--- src/verilog/pbcs_pkg.sv ---
package pbcs_pkg;
  localparam int unsigned OSC_DIV = 14;
  localparam int unsigned SLEEP_UNIT = 1024;
  localparam int unsigned SLEEP_XFACT = 8;
  localparam logic [4:0] SLEEP_PERM = 5'h1F;
  localparam logic [4:0] SLEEP_RST = 5'h00;
  localparam logic [1:0] BR_RST = 2'h0;
  localparam logic [1:0] NBIT_RST = 2'h0;
  localparam logic [4:0] LIM_MIN_RST = 5'h0A;
  localparam logic [4:0] LIM_MAX_RST = 5'h18;
  localparam int unsigned STARTUP_XT = 16;
  localparam logic [5:0] LIM_MAX_TOP = 6'h3F;

  // Edge-interval checks for the check bit count field: six per step of the field
  function automatic logic [4:0] pbcs_checks(input logic [1:0] nbit);
    case (nbit)
      2'h0: pbcs_checks = 5'h00;
      2'h1: pbcs_checks = 5'h06;
      2'h2: pbcs_checks = 5'h0C;
      default: pbcs_checks = 5'h12;
    endcase
  endfunction

  typedef enum logic [3:0] {
    PBCS_SLEEP = 4'b0001,
    PBCS_START = 4'b0010,
    PBCS_CHECK = 4'b0100,
    PBCS_RECV = 4'b1000
  } pbcs_state_t;
endpackage

--- src/verilog/pbcs_if.sv ---
`timescale 1ns/1ns
interface pbcs_if;
  logic poll_override_n;
  logic back_to_poll;
  logic cfg_we;
  logic [4:0] cfg_sleep;
  logic cfg_sleep_ext;
  logic [1:0] cfg_baud;
  logic [1:0] cfg_nbit;
  logic [4:0] cfg_lim_min;
  logic [4:0] cfg_lim_max;
  logic demod_out;
  logic activity_indicator_pin;
  logic receiving;
  modport device (
    input poll_override_n, back_to_poll, cfg_we, cfg_sleep, cfg_sleep_ext,
    input cfg_baud, cfg_nbit, cfg_lim_min, cfg_lim_max, demod_out,
    output activity_indicator_pin, receiving
  );
  modport host (
    output poll_override_n, back_to_poll, cfg_we, cfg_sleep, cfg_sleep_ext,
    output cfg_baud, cfg_nbit, cfg_lim_min, cfg_lim_max,
    input activity_indicator_pin, receiving
  );
endinterface

--- src/verilog/pbcs_tick_gen.sv ---
`timescale 1ns/1ns
module pbcs_tick_gen (
  input wire logic clk, // Oscillator clock
  input wire logic arst_n, // Async reset, active low
  input wire logic [1:0] baud_range_select, // Baud range 0..3
  output logic base_tick, // One pulse per 14 oscillator periods
  output logic extended_tick // One pulse per 8/4/2/1 base ticks
);
  import pbcs_pkg::*;
  logic [3:0] div_q, div_d;
  logic [2:0] ext_q, ext_d;
  logic base_q, base_d, ext_tk_q, ext_tk_d;
  logic [2:0] ext_last;

  always_comb begin
    case (baud_range_select)
      2'h0: ext_last = 3'h7;
      2'h1: ext_last = 3'h3;
      2'h2: ext_last = 3'h1;
      default: ext_last = 3'h0;
    endcase
    base_d = (div_q == 4'(OSC_DIV - 1));
    div_d = base_d ? 4'h0 : div_q + 4'h1;
    ext_d = ext_q;
    ext_tk_d = 1'b0;
    if (base_d) begin
      ext_tk_d = (ext_q >= ext_last);
      ext_d = ext_tk_d ? 3'h0 : ext_q + 3'h1;
    end
  end

  always_ff @(posedge clk or negedge arst_n) begin
    if (!arst_n) begin
      div_q <= 4'h0;
      ext_q <= 3'h0;
      base_q <= 1'b0;
      ext_tk_q <= 1'b0;
    end else begin
      div_q <= div_d;
      ext_q <= ext_d;
      base_q <= base_d;
      ext_tk_q <= ext_tk_d;
    end
  end

  assign base_tick = base_q;
  assign extended_tick = ext_tk_q;
endmodule

--- src/verilog/pbcs_device.sv ---
`timescale 1ns/1ns
// Notes on behaviour
// - base tick is oscillator divided by fourteen
// - extended tick is 8,4,2,1 base ticks
// - polling cycles sleep, start-up, bit-check
// - processing off in sleep, on from start-up
// - activity output shows sleeping or active
// - sleep equals value times factor times 1024
// - extension factor eight when select bit set
// - highest sleep value means permanent sleep
// - override pin wakes receiver in permanent sleep
// - bit-check times each demodulator edge interval
// - check field selects 0,6,12,18 interval checks
// - enough passed checks enter receiving mode
// - interval inside window is accepted
// - too short or reaching upper fails to sleep
// - limits are five-bit, scaled by extended tick
// - host keeps lower limit at least ten
// - counter steps per extended tick; start-up ignored
// - host picks more bits for small limits; pbcs_host passes usr_nbit through unchanged
// - host sets window about thirty percent wide; pbcs_host takes usr_lim_max as given
// - receiving holds until commanded back to polling
// - override low wakes into start-up, then skips bit-check, settings kept
module pbcs_device (
  input wire logic clk, // Oscillator clock
  input wire logic arst_n, // Async reset, active low
  pbcs_if.device link, // Host-facing pins and configuration
  output logic signal_enable, // Signal processing enable
  output logic [3:0] mode_state // Current polling mode, one-hot
);
  import pbcs_pkg::*;
  logic base_tick, extended_tick;
  logic [4:0] sleep_q, sleep_d;
  logic ext_sel_q, ext_sel_d;
  logic [1:0] baud_range_select, baud_d;
  logic [1:0] nbit_q, nbit_d;
  logic [4:0] lim_min_q, lim_min_d, lim_max_q, lim_max_d;
  logic [1:0] ovr_s_q, dem_s_q;
  logic dem_prev_q, dem_prev_d;
  pbcs_state_t st_q, st_d;
  logic [17:0] sleep_cnt_q, sleep_cnt_d;
  logic [4:0] start_cnt_q, start_cnt_d;
  logic [5:0] edge_interval_counter, eic_d;
  logic [4:0] pass_q, pass_d;
  logic act_q, act_d, en_q, en_d, recv_q, recv_d;
  logic [17:0] sleep_target;
  logic ovr_low, edge_seen;

  pbcs_tick_gen pbcs_tick_gen_inst (
    .clk(clk),
    .arst_n(arst_n),
    .baud_range_select(baud_range_select),
    .base_tick(base_tick),
    .extended_tick(extended_tick)
  );

  // Pins from the host side are asynchronous to the oscillator
  always_ff @(posedge clk or negedge arst_n) begin
    if (!arst_n) begin
      ovr_s_q <= 2'h3;
      dem_s_q <= 2'h0;
    end else begin
      ovr_s_q <= {ovr_s_q[0], link.poll_override_n};
      dem_s_q <= {dem_s_q[0], link.demod_out};
    end
  end
  assign ovr_low = !ovr_s_q[1];

  always_comb begin
    sleep_d = sleep_q;
    ext_sel_d = ext_sel_q;
    baud_d = baud_range_select;
    nbit_d = nbit_q;
    lim_min_d = lim_min_q;
    lim_max_d = lim_max_q;
    if (link.cfg_we) begin
      sleep_d = link.cfg_sleep;
      ext_sel_d = link.cfg_sleep_ext;
      baud_d = link.cfg_baud;
      nbit_d = link.cfg_nbit;
      lim_min_d = link.cfg_lim_min;
      lim_max_d = link.cfg_lim_max;
    end
  end

  always_comb begin
    // Sleep is counted in base ticks; extension factor folds into the target
    sleep_target = {3'h0, sleep_q, 10'h000} * 18'(ext_sel_q ? SLEEP_XFACT : 1);
    edge_seen = extended_tick && (dem_s_q[1] != dem_prev_q);
    dem_prev_d = extended_tick ? dem_s_q[1] : dem_prev_q;
    st_d = st_q;
    sleep_cnt_d = sleep_cnt_q;
    start_cnt_d = start_cnt_q;
    eic_d = edge_interval_counter;
    pass_d = pass_q;
    case (st_q)
      PBCS_SLEEP: begin
        if (ovr_low) begin
          st_d = PBCS_START;
        end else if (sleep_q == SLEEP_PERM) begin
          sleep_cnt_d = 18'h0_0000;
        end else if (base_tick) begin
          if (sleep_cnt_q + 18'h0_0001 >= sleep_target) begin
            st_d = PBCS_START;
          end else begin
            sleep_cnt_d = sleep_cnt_q + 18'h0_0001;
          end
        end
        start_cnt_d = 5'h00;
      end
      PBCS_START: begin
        // Demodulator output is not looked at while circuits settle
        if (extended_tick) begin
          start_cnt_d = start_cnt_q + 5'h01;
          if (start_cnt_q == 5'(STARTUP_XT - 1)) begin
            st_d = PBCS_CHECK;
            eic_d = 6'h00;
            pass_d = 5'h00;
          end
        end
      end
      PBCS_CHECK: begin
        if (!ovr_low && pass_q >= pbcs_checks(nbit_q)) begin
          st_d = PBCS_RECV;
        end else if (ovr_low && pass_q >= pbcs_checks(2'h0)) begin
          st_d = PBCS_RECV;
        end else if (extended_tick) begin
          if (edge_seen) begin
            if ({1'b0, lim_min_q} > edge_interval_counter) begin
              st_d = PBCS_SLEEP;
            end else begin
              pass_d = pass_q + 5'h01;
              eic_d = 6'h00;
            end
          end else if (edge_interval_counter + 6'h01 >= {1'b0, lim_max_q}) begin
            st_d = PBCS_SLEEP;
          end else begin
            eic_d = edge_interval_counter + 6'h01;
          end
        end
      end
      PBCS_RECV: begin
        if (link.back_to_poll) begin
          st_d = PBCS_SLEEP;
        end
      end
      default: st_d = PBCS_SLEEP;
    endcase
    if (st_d == PBCS_SLEEP && st_q != PBCS_SLEEP) begin
      sleep_cnt_d = 18'h0_0000;
    end
    act_d = (st_d != PBCS_SLEEP);
    en_d = (st_d != PBCS_SLEEP);
    recv_d = (st_d == PBCS_RECV);
  end

  always_ff @(posedge clk or negedge arst_n) begin
    if (!arst_n) begin
      sleep_q <= SLEEP_RST;
      ext_sel_q <= 1'b0;
      baud_range_select <= BR_RST;
      nbit_q <= NBIT_RST;
      lim_min_q <= LIM_MIN_RST;
      lim_max_q <= LIM_MAX_RST;
      dem_prev_q <= 1'b0;
      st_q <= PBCS_SLEEP;
      sleep_cnt_q <= 18'h0_0000;
      start_cnt_q <= 5'h00;
      edge_interval_counter <= 6'h00;
      pass_q <= 5'h00;
      act_q <= 1'b0;
      en_q <= 1'b0;
      recv_q <= 1'b0;
    end else begin
      sleep_q <= sleep_d;
      ext_sel_q <= ext_sel_d;
      baud_range_select <= baud_d;
      nbit_q <= nbit_d;
      lim_min_q <= lim_min_d;
      lim_max_q <= lim_max_d;
      dem_prev_q <= dem_prev_d;
      st_q <= st_d;
      sleep_cnt_q <= sleep_cnt_d;
      start_cnt_q <= start_cnt_d;
      edge_interval_counter <= eic_d;
      pass_q <= pass_d;
      act_q <= act_d;
      en_q <= en_d;
      recv_q <= recv_d;
    end
  end

  assign link.activity_indicator_pin = act_q;
  assign link.receiving = recv_q;
  assign signal_enable = en_q;
  assign mode_state = st_q;
endmodule

--- src/flat_wrapper.sv ---
// flat-port wrapper written by rule: the top's interface ports become plain ports
module pbcs_device_flat import pbcs_pkg::*;
  (clk, arst_n, signal_enable, mode_state, link_poll_override_n, link_back_to_poll, link_cfg_we, link_cfg_sleep, link_cfg_sleep_ext, link_cfg_baud, link_cfg_nbit, link_cfg_lim_min, link_cfg_lim_max, link_demod_out, link_activity_indicator_pin, link_receiving);
  pbcs_if link_i ();
  input wire logic clk;
  input wire logic arst_n;
  output logic signal_enable;
  output logic [3:0] mode_state;
  input wire logic [$bits(link_i.poll_override_n)-1:0] link_poll_override_n;
  input wire logic [$bits(link_i.back_to_poll)-1:0] link_back_to_poll;
  input wire logic [$bits(link_i.cfg_we)-1:0] link_cfg_we;
  input wire logic [$bits(link_i.cfg_sleep)-1:0] link_cfg_sleep;
  input wire logic [$bits(link_i.cfg_sleep_ext)-1:0] link_cfg_sleep_ext;
  input wire logic [$bits(link_i.cfg_baud)-1:0] link_cfg_baud;
  input wire logic [$bits(link_i.cfg_nbit)-1:0] link_cfg_nbit;
  input wire logic [$bits(link_i.cfg_lim_min)-1:0] link_cfg_lim_min;
  input wire logic [$bits(link_i.cfg_lim_max)-1:0] link_cfg_lim_max;
  input wire logic [$bits(link_i.demod_out)-1:0] link_demod_out;
  output wire logic [$bits(link_i.activity_indicator_pin)-1:0] link_activity_indicator_pin;
  output wire logic [$bits(link_i.receiving)-1:0] link_receiving;
  assign link_i.poll_override_n = link_poll_override_n;
  assign link_i.back_to_poll = link_back_to_poll;
  assign link_i.cfg_we = link_cfg_we;
  assign link_i.cfg_sleep = link_cfg_sleep;
  assign link_i.cfg_sleep_ext = link_cfg_sleep_ext;
  assign link_i.cfg_baud = link_cfg_baud;
  assign link_i.cfg_nbit = link_cfg_nbit;
  assign link_i.cfg_lim_min = link_cfg_lim_min;
  assign link_i.cfg_lim_max = link_cfg_lim_max;
  assign link_i.demod_out = link_demod_out;
  assign link_activity_indicator_pin = link_i.activity_indicator_pin;
  assign link_receiving = link_i.receiving;
  pbcs_device u_core (.clk(clk), .arst_n(arst_n), .link(link_i), .signal_enable(signal_enable), .mode_state(mode_state));
endmodule
--- config.mk ---
export PLATFORM = sky130hd
export DESIGN_NAME = pbcs_device_flat
export DESIGN_NICKNAME = d
export VERILOG_FILES = /design/src/verilog/pbcs_pkg.sv /design/src/verilog/pbcs_if.sv /design/src/verilog/pbcs_tick_gen.sv /design/src/verilog/pbcs_device.sv /design/src/flat_wrapper.sv
export SDC_FILE = /design/constraint.sdc
export NUM_CORES = 1
export LEC_CHECK = 0
export ABC_AREA = 1
export BUFFER_PORTS_ARGS = -buffer_cell sky130_fd_sc_hd__buf_2
export CAP_MARGIN = 20
export CORE_MARGIN = 4
export CORE_UTILIZATION = 60
export DETAILED_ROUTE_END_ITERATION = 16
export PLACE_DENSITY = 0.84
export RECOVER_POWER = 100
export SYNTH_ARGS = -nofsm -noshare
export SYNTH_HDL_FRONTEND = slang
export SYNTH_SLANG_ARGS = --single-unit
--- constraint.sdc ---
create_clock -name clk -period 3.63 [get_ports clk]
set_input_delay 0 -clock clk [delete_from_list [all_inputs] [get_ports clk]]
set_output_delay 0 -clock clk [all_outputs]
set_load 0.01 [all_outputs]
==> flow_summary_export.csv, run 1 <==
group,metric,value,unit
detailed_routing,routed_wl,9.81,mm
timing,slew_viol_final,75,
worst_setup_path,cpMaxStageDelayCell,"dfrtp_2",
worst_setup_path,crit_type,"reg2reg",
grt,grt_max_degree,75,
yosys,synth_edf_count,0,
timing,fin_crit,3.28,ns
layout,regArea,1860,um^2
layout,fillers,585,
layout,finish.utilization,70.8,%
worst_setup_path,crit_start,"u_core.sleep_cnt_q[1]",
worst_setup_path,r2r-start,"u_core.sleep_cnt_q[1]",
timing,tightest_slew,1.79,ns
flow_run,cap_violations,1,
worst_setup_path,cp_max_fo,20,
worst_setup_path,critical-path-max-stage-delay,0.42,ns
run_status,violations,"capacitance limit, slew limit",
floorplan,start_util,62.5,%
timing,report.final.hold_viol_count,0,
floorplan,fp.dieH,95.6,um
grt,antenna_found_initial,0,
placed_design,port_buffers,32,
layout,multiInputGateArea,2280,um^2
detailed_routing,drtAntennaViolNets,0,
detailed_routing,route.detailed.drc,0,
grt,grt_first_pass_wirelength,17.1,mm
layout,syn_to_final_growth,13.3,%
timing,timing.fmax,0.305,GHz
floorplan,rows,31,
grt,grt-ovfl-total,0,
cts,ctsLongestPathBuffers,2,
power_and_ir_drop,p_per_area,421,nW/um^2
timing,relSlewSlack,-19.1,%
yosys,ys_seq_area_share,40.4,%
min_path,hp-class,"in2reg",
cts,clkTransAtPathRegs,0.09,ns
worst_setup_path,ff2ff_path_depth,25,
yosys,synth.cell_area,4610,um^2
run_status,outcome,"finished, violations left",
worst_setup_path,crit_family,"simple AND/OR/NAND/NOR gates",
worst_setup_path,critical_path_buf_inv_count,1,
layout,drive_gt1_share,12.5,%
layout,layout_common_cells,"126 x nand2_1, 85 x inv_1, 65 x dfrtp_1",
yosys,ys_warn_count,0,
min_path,hold_depth,3,
yosys,async_flop_share,100,%
timing,grt_setup_unrepaired,"no",
worst_setup_path,arrival,3.56,ns
timing,finalCritPeriodShare,90.4,%
floorplan,core-area,7370,um^2
placed_design,placed_cell_area,4810,um^2
yosys,synthDistinctLibCells,43,
cts,cts_root_buffer,"clkbuf_8",
grt,grt_usage,23.6,%
yosys,synth_seq_cells,74,
cts,cts_tree,"built",
layout,num_antenna_cells,0,
detailed_routing,dr.pass1.iters,5,
timing,whs,0.122,ns
placed_design,place_inst,697,
detailed_routing,drt-initial-drc-count,228,
yosys,synthCells,579,
yosys,avgSynthCellArea,7.96,um^2
detailed_routing,vias,4025,
min_path,min_from,"link_cfg_we",
worst_setup_path,cp-end-kind,"flip-flop",
detailed_routing,routed_via_density,5.45,
layout,fin_cells,738,
floorplan,die_w,95.6,um
timing,fin_tns_setup,0,ns
min_path,hold_end,"u_core.lim_max_q[3]",
layout,finalInstanceArea,5220,um^2
power_and_ir_drop,power_leakage,2.58,nW
cts,h-tree-depth,3,
cts,numCtsBuffers,9,
power_and_ir_drop,ir_worst_vdd,0.242,mV
worst_setup_path,ff2ff_setup_slack,0.35,ns
timing,skew,0.00849,ns
grt,grt_pass1_vias,3872,
cts,cts.sinks,74,
worst_setup_path,r2r-end,"u_core.sleep_cnt_q[3]",
cts,worstSkewPairLatency,0.36,ns
floorplan,io_pins,33,
placed_design,gp_congestion,0.906,
placed_design,hpwl,6.79,mm
timing,finalSetupViolCount,0,
yosys,ys.flop_type,"dfrtp_1",
detailed_routing,wl_per_cell,13.3,um
layout,nNetsFinal,697,
worst_setup_path,start_kind,"flip-flop",
floorplan,die-area,9150,um^2
layout,layout_commonest_cell,"nand2_1",
worst_setup_path,cp_common_cell,"nand2_1",
worst_setup_path,cp.required,3.91,ns
-- per-layer routing --
metal	GRT usage, %	vias up	part of all wire [%]
met4	9.00	0	1.8
met2	40.4	101	49
met1	29.0	1914	44
met3	5.29	19	4.6
met5	0	-	0
li1	-	1991	-
-- layout make-up --
cell class / instances / area share, %
clock buffers: 10 / 2.64
clock inverters: 6 / 1.41
inverters: 90 / 6.52
multi-input cells: 401 / 43.6
flip-flops and latches: 74 / 35.7
well taps: 99 / 2.37
repair buffers: 58 / 7.79
-- power breakdown --
group	total, mW	internal (mW)	switching (mW)
clock	0.688	0.345	0.344
sequential	0.972	0.899	0.0733
combinational	0.537	0.188	0.349
-- synthesized netlist by cell type, types with 8 or more instances --
| master | number | share of area [%] |
|---|---|---|
| nand2_1 | 124 | 10 |
| inv_1 | 84 | 6.8 |
| dfrtp_1 | 67 | 36 |
| nor2_1 | 38 | 3.1 |
| o21ai_0 | 38 | 4.1 |
| ha_1 | 36 | 9.8 |
| nand3_1 | 31 | 3.4 |
| o21ai_1 | 27 | 2.9 |
| a21oi_1 | 22 | 2.4 |
| a21oi_2 | 14 | 2.7 |
| nand4_1 | 9 | 1.2 |
| clkbuf_1 | 8 | 0.65 |
-- worst reg2reg max path, cell delays in order (launching register included) --
cell     delay [ns]
dfrtp_2        0.42
ha_2           0.22
nand2_1        0.09
nor2_1         0.12
nand2_1        0.07
nor2_1         0.12
nand2_1        0.11
nor2_1         0.15
nand3_1        0.09
nand2_1        0.09
inv_1          0.05
ha_1           0.26
nand2_1        0.06
nor2_1         0.11
nand2_1        0.06
nor2_1         0.12
nand3_1        0.08
nor2_1         0.10
nand3_1        0.10
nand2_2        0.08
nand3_1        0.09
nand2_1        0.10
nand2_1        0.06
nand2_1        0.15
nand2_8        0.15
a21oi_1        0.18
-- sequential cells by signal (all words and copies together) (netlist names), 2 cells and up --
signal                           flops
u_core.baud_range_select             2
u_core.dem_s_q                       2
u_core.edge_interval_counter         6
u_core.lim_max_q                     5
u_core.lim_min_q                     5
u_core.mode_state                    4
u_core.nbit_q                        2
u_core.ovr_s_q                       2
u_core.pass_q                        5
u_core.pbcs_tick_gen_inst.div_q      4
u_core.pbcs_tick_gen_inst.ext_q      3
u_core.sleep_cnt_q                  18
u_core.sleep_q                       5
u_core.start_cnt_q                   5
-- kinds of logic (layout without fill, tap and decap cells) --
family,Yosys count,count (layout),synth area share (%)
mux,7,7,1.71
fa+ha+maj,37,37,10.2
xor+xnor,9,9,1.71
simple gates,230,230,22.0
other cells,1,3,0.0814
flops,74,74,40.4
compound gates,115,115,14.4
buf+inv,106,164,9.45
-- worst max path at each step --
stage	end	cells after the start
finish	u_core.sleep_cnt_q[3]	25
global route	u_core.sleep_cnt_q[3]	25
CTS	u_core.sleep_cnt_q[3]	25
floorplan	u_core.sleep_cnt_q[10]	25
global placement	u_core.sleep_cnt_q[3]	25
detailed placement	u_core.sleep_cnt_q[3]	25
-- per-stage QoR --
stage                     power, mW  setup slack (ns)
after floorplan                1.41             0.785
after global placement         1.51             0.350
after detailed placement       1.53             0.115
after CTS                      2.24             0.125
after global routing           2.33            0.0153
final                          2.20             0.347
-- what timing repair did --
action | 4_1_cts | 5_1_grt
hold buffers | 24 | 0
buffers inserted | 0 | 1
endpoints found under the setup margin | 0 | 20
gates resized for setup | 0 | 7
hold endpoints to repair | 91 | 0
Power figures use the tool's default switching activity.
==> run 2, diff against run 1 <==
- MAX_ROUTING_LAYER: unset -> met4
==> flow_summary_export.csv, run 2 (synthesis gave the netlist of run 1 again) <==
group,metric,value,unit
floorplan,fp.dieH,95.6,um
layout,largest_reg_flops,18,
layout,fillers,547,
detailed_routing,drt-initial-drc-count,183,
timing,slew_viol_final,75,
floorplan,rows,31,
layout,multiInputGateArea,2330,um^2
floorplan,die-area,9150,um^2
layout,layout_commonest_cell,"nand2_1",
cts,h-tree-depth,3,
worst_setup_path,critical-path-max-stage-delay,0.44,ns
timing,fin_tns_setup,0,ns
detailed_routing,routed_wl,10.3,mm
detailed_routing,wl_per_cell,14.0,um
floorplan,die_w,95.6,um
layout,finalInstanceArea,5310,um^2
grt,grt_usage,25.2,%
worst_setup_path,crit_type,"reg2reg",
worst_setup_path,cp.depth,25,
worst_setup_path,crit_path_end,"u_core.sleep_cnt_q[9]",
timing,finalSetupViolCount,0,
placed_design,dpl_worst_slack,0.173,ns
grt,gr-usage-met3,3.16,%
layout,syn_to_final_growth,15.2,%
floorplan,core-area,7370,um^2
worst_setup_path,cpMaxStageDelayCell,"dfrtp_1",
worst_setup_path,cp_common_cell,"nand2_1",
timing,report.final.hold_viol_count,0,
timing,fin_crit,3.29,ns
flow_run,cap_violations,1,
floorplan,io_pins,33,
layout,nNetsFinal,697,
power_and_ir_drop,ir_worst_vdd,0.317,mV
timing,tightest_slew,1.80,ns
timing,skew,0.00554,ns
floorplan,start_util,62.5,%
detailed_routing,vias,4026,
detailed_routing,routed_via_density,5.44,
worst_setup_path,r2r-start,"u_core.sleep_cnt_q[1]",
layout,top_register,"u_core.sleep_cnt_q",
worst_setup_path,start_kind,"flip-flop",
worst_setup_path,cp.required,3.91,ns
worst_setup_path,ff2ff_path_depth,25,
worst_setup_path,ff2ff_setup_slack,0.34,ns
cts,numCtsBuffers,9,
cts,cts_tree,"built",
power_and_ir_drop,power_leakage,2.61,nW
placed_design,port_buffers,32,
grt,grt_pass1_vias,4079,
grt,use_met1,30.3,%
detailed_routing,dr.pass1.iters,7,
layout,reg_top3,"u_core.sleep_cnt_q (18), u_core.edge_interval_counter (6)",
timing,relSlewSlack,-20.3,%
power_and_ir_drop,p_per_area,448,nW/um^2
worst_setup_path,critical_path_buf_inv_count,1,
timing,setup_ws,0.339,ns
run_status,violations,"capacitance limit, slew limit",
timing,timing.fmax,0.304,GHz
worst_setup_path,r2r-end,"u_core.sleep_cnt_q[9]",
grt,antenna_found_initial,1,
placed_design,hpwl,6.90,mm
cts,ctsLongestPathBuffers,2,
worst_setup_path,crit_family,"simple AND/OR/NAND/NOR gates",
min_path,hp-class,"in2reg",
worst_setup_path,cp_max_fo,10,
grt,busiest_layer,"met2",
grt,grt-ovfl-total,0,
timing,finalCritPeriodShare,90.6,%
worst_setup_path,cp-end-kind,"flip-flop",
cts,cts.sinks,74,
detailed_routing,drtAntennaViolNets,0,
run_status,outcome,"finished, violations left",
cts,cts_setup_buffers,0,
grt,grt_max_degree,75,
placed_design,gp_congestion,0.926,
placed_design,placed_cell_area,4810,um^2
worst_setup_path,arrival,3.57,ns
grt,grt_first_pass_wirelength,17.8,mm
cts,cts_root_buffer,"clkbuf_8",
layout,drive_gt1_share,13.8,%
grt,met2_usage,42.8,%
cts,clkTransAtPathRegs,0.08,ns
layout,layout_common_cells,"124 x nand2_1, 85 x inv_1, 66 x dfrtp_1",
detailed_routing,route.detailed.drc,0,
cts,worstSkewPairLatency,0.35,ns
layout,regArea,1860,um^2
worst_setup_path,crit_start,"u_core.sleep_cnt_q[1]",
run 2: worst register-to-register path, delay by kind of cell (launching register included):
| family | cells | cell delay [ns] |
|---|---|---|
| buffers and inverters | 1 | 0.05 |
| and+or+nand+nor | 21 | 2.06 |
| DFF | 1 | 0.44 |
| adders and majority gates | 2 | 0.51 |
| AOI/OAI and AO/OA | 1 | 0.17 |
run 2: layer usage:
| metal | share of wire, % | vias up |
|---|---|---|
| met3 | 4.1 | 26 |
| li1 | - | 1994 |
| met5 | 0 | - |
| met2 | 51 | 104 |
| met4 | 2.1 | 0 |
| met1 | 42 | 1902 |
run 2: layout make-up:
cell class              instances  share of cell area (%)
clock buffers                  10                    2.41
flip-flops and latches         74                    35.1
inverters                      90                    6.41
repair buffers                 57                    7.55
multi-input cells             402                    44.0
well taps                      99                    2.33
diodes                          2                  0.0943
clock inverters                 6                    2.15
run 2: power breakdown:
part	internal, mW	leakage, nW	total [mW]	switching, mW
Sequential	0.898	0.946	0.972	0.0735
Clock	0.459	0.113	0.790	0.331
Combinational	0.201	1.55	0.613	0.412
Total	1.56	2.61	2.37	0.816
run 2: worst min path at each step:
stage,start,end,depth (start not counted)
finish,link_cfg_we,u_core.lim_max_q[3],3
global route,link_cfg_we,u_core.sleep_q[4],3
CTS,link_cfg_we,u_core.lim_max_q[3],3
detailed placement,link_poll_override_n,u_core.ovr_s_q[0],1
global placement,link_poll_override_n,u_core.ovr_s_q[0],1
floorplan,arst_n,u_core.baud_range_select[0],0
run 2: stage by stage:
step	total power, mW	hold slack (ns)	util, %	cells
global placement	1.51	0.106	65.3	697
floorplan	1.41	-0.296	-	581
global route	2.49	0.179	72.0	739
CTS	2.33	0.103	71.8	737
finish	2.37	0.114	72.0	740
detailed placement	1.53	0.112	65.3	697
run 2: repair_timing:
item	in CTS	in global routing
setup endpoints to repair	0	20
hold buffers	24	0
gates resized for setup	0	9
hold endpoints to repair	91	0
==> run 3, diff against run 2 <==
- CELL_PAD_IN_SITES_DETAIL_PLACEMENT: unset -> 0
- CELL_PAD_IN_SITES_GLOBAL_PLACEMENT: unset -> 2
- CORE_UTILIZATION: 60 -> 36
==> flow_summary_export.csv, run 3 (synthesis gave the netlist of run 1 again) <==
group,metric,value,unit
floorplan,rows,41,
timing,report.final.hold_viol_count,0,
layout,top_register,"u_core.sleep_cnt_q",
grt,antenna_found_initial,0,
worst_setup_path,crit_chain,"nand2_2, nor2_2, nand2_1, nor3_2, nand3_1, o21ai_1, inv_2, ha_1, nand2_1, nor2_1, nand2_1, nor2_2, nand3_1, nor2_1, nand3_1, nand2_2, nand3_2, nand2_2, nand2_1, nand2_1, nand2_2, buf_6, a21oi_2",
timing,skew,0.00582,ns
placed_design,gp_congestion,0.780,
layout,layout_commonest_cell,"nand2_1",
layout,reg_top3,"u_core.sleep_cnt_q (18), u_core.edge_interval_counter (6)",
worst_setup_path,ff2ff_path_depth,23,
detailed_routing,dr.pass1.iters,4,
cts,h-tree-depth,3,
grt,grt_pass1_vias,3651,
power_and_ir_drop,ir_worst_vdd,0.252,mV
worst_setup_path,start_kind,"flip-flop",
layout,largest_reg_flops,18,
floorplan,io_pins,33,
flow_run,cap_violations,1,
cts,cts_tree,"built",
cts,clkTransAtPathRegs,0.06,ns
cts,cts.sinks,74,
power_and_ir_drop,power_leakage,2.64,nW
worst_setup_path,critical-path-max-stage-delay,0.46,ns
worst_setup_path,cp_common_cell,"nand2_1",
min_path,hold_depth,3,
detailed_routing,vias,3907,
detailed_routing,routed_wl,10.4,mm
detailed_routing,drtAntennaViolNets,0,
min_path,hold_end,"u_core.lim_max_q[4]",
layout,finish.utilization,43.7,%
worst_setup_path,cp.required,3.89,ns
min_path,hp-class,"in2reg",
worst_setup_path,cpMaxStageDelayCell,"dfrtp_1",
floorplan,die-area,14700,um^2
placed_design,hpwl,7.50,mm
layout,nNetsFinal,702,
detailed_routing,route.detailed.drc,0,
detailed_routing,wl_per_cell,12.8,um
run_status,outcome,"finished, violations left",
grt,grt_first_pass_wirelength,17.7,mm
floorplan,die_w,121,um
power_and_ir_drop,p_per_area,448,nW/um^2
cts,ctsLongestPathBuffers,2,
layout,num_antenna_cells,0,
grt,grt_usage,15.6,%
worst_setup_path,r2r-start,"u_core.sleep_cnt_q[4]",
floorplan,core-area,12600,um^2
grt,grt-ovfl-total,0,
run_status,violations,"capacitance limit, slew limit",
placed_design,port_buffers,32,
timing,tightest_slew,1.94,ns
min_path,min_from,"link_cfg_we",
worst_setup_path,cp-end-kind,"flip-flop",
cts,worstSkewPairLatency,0.34,ns
worst_setup_path,ff2ff_setup_slack,0.31,ns
timing,slew_viol_final,75,
timing,finalCritPeriodShare,91.6,%
timing,timing.fmax,0.301,GHz
worst_setup_path,crit_type,"reg2reg",
cts,numCtsBuffers,9,
placed_design,placed_cell_area,4920,um^2
timing,whs,0.130,ns
floorplan,fp.dieH,121,um
floorplan,start_util,36.7,%
worst_setup_path,cp_max_fo,20,
detailed_routing,drt-initial-drc-count,196,
cts,cts_root_buffer,"clkbuf_16",
layout,drive_gt1_share,15.7,%
timing,finalSetupViolCount,0,
timing,fin_tns_setup,0,ns
layout,finalInstanceArea,5490,um^2
worst_setup_path,arrival,3.58,ns
grt,grt_max_degree,75,
timing,fin_crit,3.32,ns
layout,layout_common_cells,"125 x nand2_1, 85 x inv_1, 64 x dfrtp_1",
detailed_routing,routed_via_density,4.80,
layout,syn_to_final_growth,19.2,%
worst_setup_path,r2r-end,"u_core.sleep_cnt_q[1]",
timing,relSlewSlack,-29.3,%
## run 3: cell count changes in the layout (fill, tap and decap cells not counted), sizes merged
cell / change
buf: +5
bufinv: -2
clkbuf: +2
clkinv: +1
clkinvlp: -1
diode: -2
inv: -1
nand2: -1
## run 3: area by class of cell
class | count | area, um^2
fill | 1247 | 7070
multi-input combinational | 401 | 2340
sequential | 74 | 1860
timing repair buffer | 63 | 448
inverter | 90 | 340
clock buffer | 11 | 243
tap | 172 | 215
clock inverter | 3 | 42.5
## run 3: worst max-delay path by stage
stage	slack, ns	endpoint	start	cells past startpoint
final	0.31	u_core.sleep_cnt_q[1]	u_core.sleep_cnt_q[4]	23
after CTS	0.01	u_core.sleep_cnt_q[1]	u_core.sleep_cnt_q[0]	26
after global routing	-0.01	u_core.sleep_cnt_q[16]	u_core.sleep_cnt_q[0]	26
after detailed placement	-0.02	u_core.sleep_cnt_q[1]	u_core.sleep_cnt_q[0]	26
after global placement	-0.06	u_core.sleep_cnt_q[1]	u_core.sleep_cnt_q[0]	26
after floorplan	0.79	u_core.sleep_cnt_q[10]	u_core.sleep_cnt_q[0]	25
## run 3: power breakdown
group	internal (mW)	leakage, nW	switching [mW]	total [mW]
Combinational	0.206	1.56	0.400	0.606
Clock	0.542	0.137	0.337	0.879
Sequential	0.901	0.943	0.0732	0.974
Total	1.65	2.64	0.811	2.46
## run 3: routing by layer
metal	part of all wire, %	GRT usage, %	wire length [um]	up-vias
met5	0	-	0	-
met2	45	23.2	4680	62
met4	1.5	5.67	153	0
met3	3.0	2.84	317	10
li1	-	-	-	2006
met1	51	21.3	5270	1829
## run 3: critical path, delay by kind of cell, from the launching register on
kind	cells	cell delay (ns)
flip-flops	1	0.46
adder cells (fa/ha/maj)	1	0.29
AO/OA/AOI/OAI	2	0.34
AND/OR/NAND/NOR	18	1.90
buffers and inverters	2	0.23
## run 3: repair_timing
item,in CTS,in global routing
endpoints found under the hold margin,91,0
resized for setup,2,10
cloned,0,0
pin swaps,0,1
endpoints found under the setup margin,4,20
hold buffers,24,0
setup buffers,0,4
## run 3: through the flow
stage	setup slack, ns	total power, mW	instances
floorplan	0.785	1.41	581
global placement	-0.0556	1.56	772
detailed placement	-0.0246	1.56	772
CTS	0.0133	2.48	810
global route	-0.0121	2.62	814
finish	0.305	2.46	814
